[src/fcc_pkg.sv]
// Constants, enumerations and carrier types of the flash command checker
package fcc_pkg;
  // ==========================================================
  // Register offsets on the plain register port
  localparam int FCC_RA_W = 4;
  localparam logic [3:0] FCC_REG_CLKDIV = 4'h0;
  localparam logic [3:0] FCC_REG_CONFIG = 4'h1;
  localparam logic [3:0] FCC_REG_SEC = 4'h2;
  localparam logic [3:0] FCC_REG_PROT = 4'h3;
  localparam logic [3:0] FCC_REG_STAT = 4'h4;
  localparam logic [3:0] FCC_REG_CMD = 4'h5;
  localparam logic [3:0] FCC_REG_MARGIN = 4'h6;
  // ==========================================================
  // Field positions and reset values
  localparam int FCC_ST_CMD_BUFFER_EMPTY_FLAG = 7;
  localparam int FCC_ST_CMD_COMPLETE_FLAG = 6;
  localparam int FCC_ST_PROTECTION_VIOLATION_FLAG = 5;
  localparam int FCC_ST_ACCESS_ERROR_FLAG = 4;
  localparam int FCC_CF_CBIE = 7;
  localparam int FCC_CF_CCIE = 6;
  localparam int FCC_CF_KEY_ACCESS_BIT = 5;
  localparam int FCC_PR_EN = 3;
  localparam int FCC_KIDX_LO = 1;
  localparam int FCC_KRGN_LO = 3;
  localparam logic [7:0] FCC_CFG_RST = 8'h00;
  localparam logic [7:0] FCC_PROT_RST = 8'h00;
  localparam logic [1:0] FCC_SEC_UNSEC = 2'h2;
  localparam logic [1:0] FCC_KEYEN_ON = 2'h2;
  localparam logic [15:0] FCC_KEY_BASE = 16'hFF00;
  localparam int FCC_CNT_W = 8;
  // ==========================================================
  // Command codes and data values
  localparam logic [7:0] FCC_CMD_EV = 8'h05;
  localparam logic [7:0] FCC_CMD_PROG = 8'h20;
  localparam logic [7:0] FCC_CMD_BURST = 8'h25;
  localparam logic [7:0] FCC_CMD_SERASE = 8'h40;
  localparam logic [7:0] FCC_CMD_MERASE = 8'h41;
  localparam logic [7:0] FCC_CMD_MARGIN = 8'h75;
  localparam logic [15:0] FCC_MRG_NORMAL = 16'h0000;
  localparam logic [15:0] FCC_MRG_ZERO = 16'h0005;
  localparam logic [15:0] FCC_MRG_ONE = 16'h0024;
  localparam logic [15:0] FCC_KEY_ZEROS = 16'h0000;
  localparam logic [15:0] FCC_KEY_ONES = 16'hFFFF;
  // ==========================================================
  // Types
  typedef enum logic [1:0] {SQ_IDLE = 2'b00, SQ_ADDR = 2'b01,
    SQ_CMD = 2'b11} fcc_seq_t;
  typedef enum logic [1:0] {KS_IDLE = 2'b00, KS_RUN = 2'b01,
    KS_OPEN = 2'b11, KS_LOCK = 2'b10} fcc_key_t;
  typedef enum logic [1:0] {MG_NORMAL = 2'b00, MG_ZERO = 2'b01,
    MG_ONE = 2'b11} fcc_margin_t;
  typedef struct packed {
    logic valid;
    logic byte_acc;
    logic [15:0] addr;
    logic [15:0] data;
  } fcc_flash_wr_t;
  typedef struct packed {
    logic [7:0] cmd;
    logic [15:0] addr;
    logic [15:0] data;
  } fcc_op_t;
  typedef struct packed {
    fcc_seq_t seq;
    fcc_op_t seqop;
    fcc_op_t eng;
    fcc_op_t pend;
    logic clkdiv_set;
    logic [7:0] clkdiv;
    logic [7:0] cfg;
    logic [7:0] prot;
    logic cmd_buffer_empty_flag;
    logic cmd_complete_flag;
    logic protection_violation_flag;
    logic access_error_flag;
    logic active;
    logic pending;
    logic [FCC_CNT_W-1:0] busy;
    fcc_margin_t margin;
    fcc_key_t ks;
    logic [1:0] kcnt;
    logic kwr_prev;
    logic stop_prev;
    logic [7:0] rdata;
  } fcc_state_t;
endpackage : fcc_pkg

[src/fcc_top.sv]
// Flash command checker, mode handling and backdoor key unlock
//
// Our own choices: the plain strobed port and the register addresses.
`timescale 1ns/1ps
`default_nettype none

// How it works
// [RQ1] Margin command 0x75 legal only in special
// [RQ2] Margin data word picks sense level
// [RQ3] Launch by writing one; complete sets
// [RQ4] Flash write before divider set: error
// [RQ5] Byte or misaligned flash write: error
// [RQ6] After address, only command register allowed
// [RQ7] Bad command: error, or violation if protected
// [RQ8] Buffer empty, busy: only burst allowed
// [RQ9] Secured: only verify/mass erase from unsafe
// [RQ10] After command, only status launch allowed
// [RQ11] Writing zero to empty flag aborts
// [RQ12] Stop aborts, purges, drops voltage, flags
// [RQ13] Stop exit sets empty, drops buffered
// [RQ14] Reads never flag; busy reads invalid; the code keeps busy reads valid while the key access bit is set
// [RQ15] Software clears error flags before new sequence
// [RQ16] Protected program/erase/invalid raises violation
// [RQ17] Wait mode runs commands; flags wake
// [RQ18] Debug writes protection; secured limits commands
// [RQ19] Four matching key writes unsecure
// [RQ20] All-zero or all-one keys are illegal
// [RQ21] Bad key sequence locks until reset
// [RQ22] Unlock leaves stored bytes untouched
// [RQ23] Decode the five other command codes
// [RQ24] Error flags clear on write one
// [RQ25] Key path ignored in special debug
module fcc_top #(
  parameter int unsigned OP_CYCLES = 16
) (
  input wire logic mclk,
  input wire logic rst,
  input wire logic [fcc_pkg::FCC_RA_W-1:0] reg_addr,
  input wire logic [7:0] reg_wdata,
  input wire logic reg_wr,
  input wire logic reg_rd,
  output logic [7:0] reg_rdata,
  input wire fcc_pkg::fcc_flash_wr_t flash_wr,
  output logic arr_rd_valid,
  input wire logic special_mode,
  input wire logic background_debug_mode,
  input wire logic fetch_secure,
  input wire logic stop_mode,
  input wire logic wait_mode,
  input wire logic [7:0] security_byte,
  input wire logic [63:0] stored_keys,
  output logic hv_on,
  output fcc_pkg::fcc_op_t eng_op,
  output logic eng_busy,
  output fcc_pkg::fcc_margin_t margin_level,
  output logic secured,
  output logic wake
);
  import fcc_pkg::*;

  // ==========================================================
  // Helpers
  function automatic logic prot_hit(input logic [7:0] p,
                                    input logic [15:0] a);
    prot_hit = p[FCC_PR_EN] && (a[15:13] >= p[2:0]);
  endfunction : prot_hit

  function automatic logic [15:0] key_word(input logic [63:0] k,
                                           input logic [1:0] i);
    key_word = k[{i, 4'h0} +: 16];
  endfunction : key_word

  fcc_state_t st_q;
  fcc_state_t st_d;
  logic key_mode;
  logic key_wr;
  logic launch;
  logic [7:0] c;
  logic c_valid;
  logic hit;
  logic seq_bad;
  logic [1:0] kidx;
  logic is_secured;

  assign is_secured = (security_byte[1:0] != FCC_SEC_UNSEC)
    && (st_q.ks != KS_OPEN);
  // Unlock never touches the stored byte, keys or protection [RQ22]
  assign key_mode = (security_byte[7:6] == FCC_KEYEN_ON)
    && st_q.cfg[FCC_CF_KEY_ACCESS_BIT]
    && !(special_mode && background_debug_mode); // [RQ25]
  assign key_wr = flash_wr.valid && key_mode
    && (flash_wr.addr[15:FCC_KRGN_LO] == FCC_KEY_BASE[15:FCC_KRGN_LO]);
  assign kidx = flash_wr.addr[FCC_KIDX_LO +: 2];
  assign c = reg_wdata;
  assign hit = prot_hit(st_q.prot, st_q.seqop.addr);
  // [RQ23] [RQ1]
  assign c_valid = (c == FCC_CMD_EV) || (c == FCC_CMD_PROG)
    || (c == FCC_CMD_BURST) || (c == FCC_CMD_SERASE)
    || (c == FCC_CMD_MERASE)
    || ((c == FCC_CMD_MARGIN) && special_mode);
  assign seq_bad = ((st_q.seq == SQ_ADDR) && (reg_addr != FCC_REG_CMD))
    || ((st_q.seq == SQ_CMD) && (reg_addr != FCC_REG_STAT)); // [RQ6] [RQ10]
  assign launch = reg_wr && !seq_bad && (reg_addr == FCC_REG_STAT)
    && (st_q.seq == SQ_CMD) && reg_wdata[FCC_ST_CMD_BUFFER_EMPTY_FLAG]; // [RQ3]

  // ==========================================================
  // Next state
  always_comb
  begin
    st_d = st_q;
    st_d.rdata = 8'h00;
    st_d.kwr_prev = key_wr;
    st_d.stop_prev = stop_mode;
    // Register reads have no side effects [RQ14]
    if (reg_rd)
    begin
      case (reg_addr)
        FCC_REG_CLKDIV: st_d.rdata = st_q.clkdiv;
        FCC_REG_CONFIG: st_d.rdata = st_q.cfg;
        FCC_REG_SEC: st_d.rdata = {security_byte[7:2],
          (st_q.ks == KS_OPEN) ? FCC_SEC_UNSEC : security_byte[1:0]};
        FCC_REG_PROT: st_d.rdata = st_q.prot;
        FCC_REG_STAT: st_d.rdata = {st_q.cmd_buffer_empty_flag, st_q.cmd_complete_flag, st_q.protection_violation_flag,
          st_q.access_error_flag, 4'h0};
        FCC_REG_CMD: st_d.rdata = st_q.seqop.cmd;
        FCC_REG_MARGIN: st_d.rdata = {6'h00, st_q.margin};
        default: st_d.rdata = 8'h00;
      endcase
    end
    // Engine runs on in wait mode; only stop cuts it short [RQ17]
    if (st_q.active)
    begin
      if (st_q.busy != '0)
        st_d.busy = st_q.busy - 1'b1;
      else if (st_q.pending)
      begin
        st_d.eng = st_q.pend;
        st_d.pending = 1'b0;
        st_d.cmd_buffer_empty_flag = 1'b1;
        st_d.busy = FCC_CNT_W'(OP_CYCLES - 1);
      end
      else
      begin
        st_d.active = 1'b0;
        st_d.cmd_complete_flag = 1'b1; // [RQ3]
      end
    end
    // Register writes
    if (reg_wr)
    begin
      if (seq_bad)
      begin
        st_d.access_error_flag = 1'b1; // [RQ6] [RQ10]
        st_d.seq = SQ_IDLE;
      end
      else
      begin
        case (reg_addr)
          FCC_REG_CLKDIV:
          begin
            st_d.clkdiv = reg_wdata;
            st_d.clkdiv_set = 1'b1;
          end
          FCC_REG_CONFIG: st_d.cfg = reg_wdata;
          FCC_REG_PROT:
          begin
            // Only the debugger may rewrite protection [RQ18]
            if (background_debug_mode)
              st_d.prot = reg_wdata;
          end
          FCC_REG_STAT:
          begin
            // Write one clears; hardware sets below win [RQ24]
            if (reg_wdata[FCC_ST_ACCESS_ERROR_FLAG])
              st_d.access_error_flag = 1'b0;
            if (reg_wdata[FCC_ST_PROTECTION_VIOLATION_FLAG])
              st_d.protection_violation_flag = 1'b0;
            if (st_q.seq == SQ_CMD)
            begin
              st_d.seq = SQ_IDLE;
              if (!reg_wdata[FCC_ST_CMD_BUFFER_EMPTY_FLAG])
                st_d.access_error_flag = 1'b1; // [RQ11]
              else if (!st_d.active)
              begin
                st_d.active = 1'b1;
                st_d.cmd_complete_flag = 1'b0;
                st_d.eng = st_q.seqop;
                st_d.busy = FCC_CNT_W'(OP_CYCLES - 1);
              end
              else
              begin
                // Second burst waits in the one-deep buffer
                st_d.pending = 1'b1;
                st_d.pend = st_q.seqop;
                st_d.cmd_buffer_empty_flag = 1'b0;
              end
              if (st_q.seqop.cmd == FCC_CMD_MARGIN)
              begin
                // Other data words leave the level as it was [RQ2]
                case (st_q.seqop.data)
                  FCC_MRG_NORMAL: st_d.margin = MG_NORMAL;
                  FCC_MRG_ZERO: st_d.margin = MG_ZERO;
                  FCC_MRG_ONE: st_d.margin = MG_ONE;
                  default: st_d.margin = st_q.margin;
                endcase
              end
            end
          end
          FCC_REG_CMD:
          begin
            if (st_q.seq == SQ_ADDR)
            begin
              st_d.seq = SQ_IDLE;
              if (!c_valid)
              begin
                if (hit)
                  st_d.protection_violation_flag = 1'b1; // [RQ16] [RQ7]
                else
                  st_d.access_error_flag = 1'b1; // [RQ7]
              end
              else if (st_q.cmd_buffer_empty_flag && !st_q.cmd_complete_flag && c != FCC_CMD_BURST)
                st_d.access_error_flag = 1'b1; // [RQ8]
              else if (is_secured
                && (!fetch_secure || background_debug_mode)
                && c != FCC_CMD_EV && c != FCC_CMD_MERASE)
                st_d.access_error_flag = 1'b1; // [RQ9] [RQ18]
              else if (((c == FCC_CMD_PROG || c == FCC_CMD_BURST
                || c == FCC_CMD_SERASE) && hit)
                || (c == FCC_CMD_MERASE && st_q.prot[FCC_PR_EN]))
                st_d.protection_violation_flag = 1'b1; // [RQ16]
              else
              begin
                st_d.seq = SQ_CMD;
                st_d.seqop.cmd = c;
              end
            end
          end
          default: st_d.seq = st_q.seq;
        endcase
      end
    end
    // Flash array writes
    if (key_wr)
    begin
      // Key compare; any flaw locks for good [RQ19] [RQ20] [RQ21]
      if (st_q.ks == KS_IDLE || st_q.ks == KS_RUN)
      begin
        if (kidx == st_q.kcnt && !st_q.kwr_prev
          && flash_wr.data == key_word(stored_keys, kidx)
          && flash_wr.data != FCC_KEY_ZEROS
          && flash_wr.data != FCC_KEY_ONES && !flash_wr.byte_acc)
        begin
          st_d.kcnt = st_q.kcnt + 1'b1;
          st_d.ks = (st_q.kcnt == 2'h3) ? KS_OPEN : KS_RUN;
        end
        else
          st_d.ks = KS_LOCK;
      end
    end
    else if (flash_wr.valid)
    begin
      if (st_q.access_error_flag || st_q.protection_violation_flag)
        st_d.seq = st_q.seq; // Sequence blocked until flags cleared [RQ15]
      else if (!st_q.clkdiv_set)
        st_d.access_error_flag = 1'b1; // [RQ4]
      else if (st_q.seq != SQ_IDLE || !st_q.cmd_buffer_empty_flag)
      begin
        st_d.access_error_flag = 1'b1; // [RQ6] [RQ10]
        st_d.seq = SQ_IDLE;
      end
      else if (flash_wr.byte_acc || flash_wr.addr[0])
        st_d.access_error_flag = 1'b1; // [RQ5]
      else
      begin
        st_d.seq = SQ_ADDR;
        st_d.seqop.addr = flash_wr.addr;
        st_d.seqop.data = flash_wr.data;
      end
    end
    // Key access dropped early, or stop mid-sequence, locks [RQ21]
    if (st_q.ks == KS_RUN && (!st_q.cfg[FCC_CF_KEY_ACCESS_BIT] || stop_mode))
      st_d.ks = KS_LOCK;
    // Stop entry kills the running command and its buffer [RQ12]
    if (stop_mode && !st_q.stop_prev && st_q.active)
    begin
      st_d.active = 1'b0;
      st_d.pending = 1'b0;
      st_d.access_error_flag = 1'b1;
      st_d.cmd_complete_flag = 1'b1;
    end
    // Stop exit empties the buffer without launching it [RQ13]
    if (!stop_mode && st_q.stop_prev)
    begin
      st_d.cmd_buffer_empty_flag = 1'b1;
      st_d.pending = 1'b0;
      st_d.seq = SQ_IDLE;
    end
  end

  always_ff @(posedge mclk)
  begin
    if (rst)
    begin
      st_q <= '0;
      st_q.cfg <= FCC_CFG_RST;
      st_q.prot <= FCC_PROT_RST;
      st_q.cmd_buffer_empty_flag <= 1'b1;
      st_q.cmd_complete_flag <= 1'b1;
    end
    else
      st_q <= st_d;
  end

  // ==========================================================
  // Outputs
  assign reg_rdata = st_q.rdata;
  // Busy array reads are invalid, key access keeps them valid [RQ14] [RQ19]
  assign arr_rd_valid = !st_q.active || st_q.cfg[FCC_CF_KEY_ACCESS_BIT];
  // Gated at once by stop, not one cycle later [RQ12]
  assign hv_on = st_q.active && !stop_mode;
  assign eng_op = st_q.eng;
  assign eng_busy = st_q.active;
  assign margin_level = st_q.margin;
  assign secured = is_secured;
  // [RQ17]
  assign wake = wait_mode
    && ((st_q.cmd_buffer_empty_flag && st_q.cfg[FCC_CF_CBIE])
    || (st_q.cmd_complete_flag && st_q.cfg[FCC_CF_CCIE]));

  // ==========================================================
  // Assertions
  a_stop_abort: assert property (@(posedge mclk) disable iff (rst) // [RQ12]
    stop_mode && !st_q.stop_prev && st_q.active
    |=> st_q.access_error_flag && st_q.cmd_complete_flag && !st_q.active && !st_q.pending)
    else $error("stop did not abort the command");
  a_stop_exit: assert property (@(posedge mclk) disable iff (rst) // [RQ13]
    !stop_mode && st_q.stop_prev |=> st_q.cmd_buffer_empty_flag && !st_q.pending)
    else $error("stop exit left buffer full");
  a_clkdiv_first: assert property (@(posedge mclk) disable iff (rst) // [RQ4]
    flash_wr.valid && !key_wr && !st_q.clkdiv_set && !st_q.access_error_flag
    && !st_q.protection_violation_flag |=> st_q.access_error_flag && st_q.seq == SQ_IDLE)
    else $error("early flash write not flagged");
  a_byte_write: assert property (@(posedge mclk) disable iff (rst) // [RQ5]
    flash_wr.valid && !key_wr && flash_wr.byte_acc && st_q.clkdiv_set
    && !st_q.access_error_flag && !st_q.protection_violation_flag |=> st_q.access_error_flag)
    else $error("byte flash write not flagged");
  a_zero_launch: assert property (@(posedge mclk) disable iff (rst) // [RQ11]
    reg_wr && reg_addr == FCC_REG_STAT && st_q.seq == SQ_CMD
    && !reg_wdata[FCC_ST_CMD_BUFFER_EMPTY_FLAG] |=> st_q.access_error_flag && st_q.seq == SQ_IDLE)
    else $error("zero write did not abort");
  a_lock_holds: assert property (@(posedge mclk) disable iff (rst) // [RQ21]
    st_q.ks == KS_LOCK |=> st_q.ks == KS_LOCK && $stable(st_q.kcnt))
    else $error("key lock released");
  a_bad_key: assert property (@(posedge mclk) disable iff (rst) // [RQ20]
    key_wr && st_q.ks != KS_OPEN && (flash_wr.data == FCC_KEY_ZEROS
    || flash_wr.data == FCC_KEY_ONES) |=> st_q.ks == KS_LOCK)
    else $error("illegal key accepted");
  a_op_done: assert property (@(posedge mclk) disable iff (rst) // [RQ3]
    launch && !st_q.active && !stop_mode
    |=> !st_q.cmd_complete_flag ##(OP_CYCLES) st_q.cmd_complete_flag || st_q.active)
    else $error("command complete timing wrong");
  a_margin_zero: assert property (@(posedge mclk) disable iff (rst) // [RQ2]
    launch && st_q.seqop.cmd == FCC_CMD_MARGIN
    && st_q.seqop.data == FCC_MRG_ZERO |=> margin_level == MG_ZERO)
    else $error("margin level not applied");

endmodule : fcc_top

`default_nettype wire

[config.mk]
export PLATFORM = sky130hd
export DESIGN_NAME = fcc_top
export DESIGN_NICKNAME = d
export VERILOG_FILES = /design/src/fcc_pkg.sv /design/src/fcc_top.sv
export SDC_FILE = /design/constraint.sdc
export NUM_CORES = 1
export LEC_CHECK = 0
export BUFFER_PORTS_ARGS = -buffer_cell sky130_fd_sc_hd__buf_2
export CORE_MARGIN = 2
export CORE_UTILIZATION = 60
export DETAILED_ROUTE_END_ITERATION = 12
export GPL_ROUTABILITY_DRIVEN = 0
export PLACE_DENSITY = 0.93
export SLEW_MARGIN = 20
export SYNTH_ARGS = -nofsm -noshare
export SYNTH_HDL_FRONTEND = slang
export SYNTH_SLANG_ARGS = --single-unit
[constraint.sdc]
create_clock -name mclk -period 5.8 [get_ports mclk]
set_clock_uncertainty 0.05 [all_clocks]
set_input_delay 0.58 -clock mclk [delete_from_list [all_inputs] [get_ports mclk]]
set_output_delay 0.58 -clock mclk [all_outputs]
set_load 0.05 [all_outputs]
==> metrics.txt <==
# TYPE chip_impl_metric gauge
chip_impl_info{name="critical_path.top_delay_family",value="simple AND/OR/NAND/NOR gates"} 1
chip_impl_info{name="crit_path_cell_trace",value="buf_2, nor4b_2, nand4_1, or2_2, nor2_4, buf_4, mux2i_1, nor2_1"} 1
chip_impl_metric{name="drt_iter0_drc",unit=""} 870
chip_impl_metric{name="cp_max_fo",unit=""} 28
chip_impl_metric{name="netlist.area_leader.share",unit=""} 0.3958
chip_impl_metric{name="globalRoute.totalOverflow",unit=""} 0
chip_impl_metric{name="clock_tree.htree_level_count",unit=""} 4
chip_impl_metric{name="yosysWarningCount",unit=""} 0
chip_impl_metric{name="postCtsSetupRepairBufs",unit=""} 0
chip_impl_metric{name="route.final.wire_length",unit="mm"} 23.64
chip_impl_metric{name="synth_simple_gate_area_frac",unit=""} 0.1751
chip_impl_metric{name="post_layout_nets",unit=""} 1191
chip_impl_metric{name="cell_area_after_layout",unit="sq um"} 10070
chip_impl_metric{name="global_route.usage.met1",unit=""} 0.3556
chip_impl_info{name="cts_root_buffer",value="sky130_fd_sc_hd__clkbuf_16"} 1
chip_impl_metric{name="timing_worst_slew_pin_value",unit="ns"} 0.9913
chip_impl_metric{name="ys_ff_latch",unit=""} 177
chip_impl_info{name="synth-main-ff-cell",value="sky130_fd_sc_hd__dfxtp_1"} 1
chip_impl_info{name="post-synth-top-area-cell",value="sky130_fd_sc_hd__dfxtp_1"} 1
chip_impl_metric{name="power.leakage",unit="nW"} 3.984
chip_impl_metric{name="diodes",unit=""} 0
chip_impl_metric{name="die_x",unit="microns"} 126.2
chip_impl_metric{name="slew_headroom",unit=""} 0.3330
chip_impl_metric{name="cts_max_path_buffers",unit=""} 2
chip_impl_info{name="crit_path_start_kind",value="input port"} 1
chip_impl_metric{name="synthCells",unit=""} 967
chip_impl_metric{name="grt_pass1_vias",unit=""} 7385
chip_impl_metric{name="finalHoldViolCount",unit=""} 0
chip_impl_metric{name="grt_util_all_layers",unit=""} 0.2904
chip_impl_metric{name="placement.io_buffers",unit=""} 181
chip_impl_metric{name="met2_usage",unit=""} 0.5003
chip_impl_metric{name="hpwl",unit="mm"} 16.44
chip_impl_metric{name="numClockSinks",unit=""} 177
chip_impl_metric{name="dp_cell_count",unit=""} 1224
chip_impl_info{name="synth_commonest_cells",value="sky130_fd_sc_hd__dfxtp_1, sky130_fd_sc_hd__nor2_1, sky130_fd_sc_hd__mux2i_1"} 1
chip_impl_metric{name="cts_made_buffers",unit=""} 17
chip_impl_metric{name="core_region_area",unit="sq um"} 14530
chip_impl_metric{name="grt_first_pass_wirelength",unit="mm"} 37.01
chip_impl_info{name="outcome",value="completed"} 1
chip_impl_metric{name="design_power_total",unit="mW"} 2.545
chip_impl_metric{name="overall_via_count_from_detail_route",unit=""} 7725
chip_impl_info{name="gr-max-usage-layer",value="met2"} 1
chip_impl_metric{name="fmax",unit="GHz"} 0.3139
chip_impl_metric{name="average_cell_area_after_synthesis",unit="sq um"} 9.258
chip_impl_metric{name="syn-num-nets",unit=""} 1099
chip_impl_metric{name="cts.repair.resized",unit=""} 0
chip_impl_metric{name="synth-compound-area-share",unit=""} 0.1054
chip_impl_info{name="type_of_the_worst_setup_path",value="input port to flop"} 1
chip_impl_info{name="timing.critical_path.to_type",value="flop"} 1
chip_impl_metric{name="synthXorXnorAreaFrac",unit=""} 0.02544
chip_impl_metric{name="die_h",unit="microns"} 126.2
chip_impl_metric{name="num_rows",unit=""} 44
chip_impl_metric{name="io-pin-count",unit=""} 182
chip_impl_metric{name="first_pass_iters",unit=""} 7
chip_impl_metric{name="stdcell_count",unit=""} 1256
chip_impl_metric{name="syn_area",unit="sq um"} 8952
chip_impl_metric{name="final-setup-viol-count",unit=""} 0
chip_impl_info{name="ys_top_cells_by_area",value="sky130_fd_sc_hd__dfxtp_1, sky130_fd_sc_hd__mux2i_1, sky130_fd_sc_hd__nor2_1, sky130_fd_sc_hd__buf_4, sky130_fd_sc_hd__a211oi_1"} 1
chip_impl_metric{name="antenna_violations_before_repair",unit=""} 0
chip_impl_metric{name="synth.yosys.seq_area_share",unit=""} 0.3958
chip_impl_metric{name="worstSkewPairLatency",unit="ns"} 0.44
chip_impl_info{name="cpMaxStageDelayCell",value="sky130_fd_sc_hd__nor2_4"} 1
chip_impl_info{name="hold_class",value="input port to flop"} 1
chip_impl_metric{name="drc",unit=""} 0
chip_impl_info{name="largest_family_of_logic_cells_by_synthesized_area",value="multiplexers"} 1
chip_impl_metric{name="tns",unit="ns"} 0
chip_impl_info{name="synth.most_common_cell",value="sky130_fd_sc_hd__dfxtp_1"} 1
chip_impl_metric{name="cp_slowest_stage_delay",unit="ns"} 0.62
chip_impl_metric{name="overall_die_area",unit="sq um"} 15910
chip_impl_metric{name="final_layout_size_suffix_gt1_frac",unit=""} 0.2407
chip_impl_metric{name="dpl_cell_area",unit="sq um"} 9493
chip_impl_metric{name="start_util",unit=""} 0.6160
chip_impl_metric{name="final_max_slew_viol_count",unit=""} 0
chip_impl_metric{name="synth.mux.area_fraction",unit=""} 0.2115
chip_impl_metric{name="finalCoreUtilization",unit=""} 0.6932
chip_impl_metric{name="hold_buffers",unit=""} 0
chip_impl_metric{name="power.density",unit="nW/um^2"} 252.6
chip_impl_metric{name="post-route-period-util",unit=""} 0.5492
chip_impl_metric{name="worstPathRequired",unit="ns"} 6.05
chip_impl_metric{name="distinct_cells_synth",unit=""} 62
chip_impl_info{name="unrepaired_setup_endpoints_after_global_routing",value="no"} 1
chip_impl_metric{name="synth-adder-area-share",unit=""} 0.006988
chip_impl_metric{name="cap_violations",unit=""} 0
chip_impl_metric{name="routed_antenna_nets",unit=""} 0
chip_impl_metric{name="grt.met3_usage",unit=""} 0.05480
chip_impl_metric{name="async_reset_ff_frac",unit=""} 0
chip_impl_metric{name="synth_enable_flop_cells",unit=""} 0
chip_impl_metric{name="clkSlewWorstSetupHoldPaths",unit="ns"} 0.07
chip_impl_info{name="tritoncts",value="yes"} 1
chip_impl_metric{name="detail_route.vias_per_cell",unit=""} 6.150
chip_impl_metric{name="critPathArrivalTime",unit="ns"} 3.44
chip_impl_metric{name="finalCriticalPeriod",unit="ns"} 3.185
chip_impl_metric{name="timing.critical_path.buf_inv",unit=""} 2
chip_impl_metric{name="drt-wirelength-per-cell",unit="microns"} 18.82
chip_impl_metric{name="area_delta_synth_final",unit="%"} 12.54
chip_impl_metric{name="grt_max_degree",unit=""} 84
chip_impl_metric{name="peakVddDrop",unit="mV"} 0.2317
## layout make-up
| cell class | instances | area [sq um] |
|---|---|---|
| clock inverters | 15 | 150.1 |
| multi-input cells | 661 | 4720 |
| fillers | 1111 | 4459 |
| flip-flops and latches | 177 | 3543 |
| repair buffers | 186 | 945.9 |
| well taps | 184 | 230.2 |
| inverters | 16 | 60.06 |
| clock buffers | 17 | 425.4 |
## cell families (layout without fill, tap and decap cells)
| logic type | after synthesis | count (layout) |
|---|---|---|
| and+or+nand+nor | 328 | 328 |
| DFF | 177 | 177 |
| muxes | 174 | 174 |
| buffers and inverters | 129 | 234 |
| AOI/OAI and AO/OA | 128 | 128 |
| xor gates and xnor gates | 26 | 26 |
| adders and majority gates | 5 | 5 |
## cell usage in the layout (no fill, tap or decap), types with 9 or more instances in the layout
| master | n |
|---|---|
| sky130_fd_sc_hd__clkbuf_16 | 17 |
| sky130_fd_sc_hd__buf_2 | 180 |
| sky130_fd_sc_hd__nor2_1 | 162 |
| sky130_fd_sc_hd__dfxtp_1 | 177 |
| sky130_fd_sc_hd__o21ai_0 | 16 |
| sky130_fd_sc_hd__a211oi_1 | 47 |
| sky130_fd_sc_hd__mux4_2 | 11 |
| sky130_fd_sc_hd__mux2i_1 | 152 |
| sky130_fd_sc_hd__nor4_1 | 10 |
| sky130_fd_sc_hd__inv_1 | 16 |
| sky130_fd_sc_hd__nand2b_1 | 9 |
| sky130_fd_sc_hd__nand4_1 | 11 |
| sky130_fd_sc_hd__xnor2_1 | 17 |
| sky130_fd_sc_hd__nand2_1 | 43 |
| sky130_fd_sc_hd__nand3_1 | 15 |
| sky130_fd_sc_hd__nor2b_1 | 13 |
| sky130_fd_sc_hd__xor2_1 | 9 |
| sky130_fd_sc_hd__nor3_1 | 14 |
| sky130_fd_sc_hd__a21oi_1 | 16 |
| sky130_fd_sc_hd__mux2_2 | 10 |
| sky130_fd_sc_hd__nor3b_1 | 10 |
## metal layers
layer | share of wire | up-vias | wire, microns
li1 | - | 3581 | -
met1 | 0.40 | 3643 | 9346
met2 | 0.49 | 417 | 11590
met3 | 0.077 | 84 | 1812
met4 | 0.038 | 0 | 889
met5 | 0 | - | 0
## worst paths after layout
| check | startpoint | endpoint | slack [ns] | depth (start not counted) |
|---|---|---|---|---|
| worst max-delay path | reg_addr[0] | st_q[88]$_SDFFE_PP0P_ | 2.61 | 8 |
| worst min-delay path | flash_wr[21] | st_q[156]$_SDFFE_PP0P_ | 0.35 | 3 |
| worst max register to register | st_q[22]$_SDFF_PP0_ | eng_op[33]$_SDFF_PP0_ | 2.78 | 7 |
| worst min register to register | st_q[37]$_SDFFE_PP0P_ | st_q[37]$_SDFFE_PP0P_ | 0.45 | 2 |
## through the flow
step                hold slack [ns]  setup WS, ns
floorplan                    0.3953         3.193
global placement             0.4168         2.371
detailed placement           0.4306         2.280
CTS                          0.3415         2.673
global route                 0.3565         2.499
finish                       0.3485         2.615
## power breakdown
part / switching [mW] / total [mW] / internal [mW]
logic: 0.113 / 0.197 / 0.0841
clock network: 0.520 / 1.13 / 0.606
registers: 0.00381 / 1.22 / 1.22
## worst min-delay path: cells and delay by family
family	cells	cell delay (ns)
multiplexers	1	0.06
buffers and inverters	1	0.08
AND/OR/NAND/NOR	1	0.08
## state kept, by name, indices dropped and copies added, names as in the netlist
register,count
reg_rdata,8
st_q,126
eng_busy,1
margin_level,2
eng_op,40
Note: power is estimated with default switching activity, not from simulation.
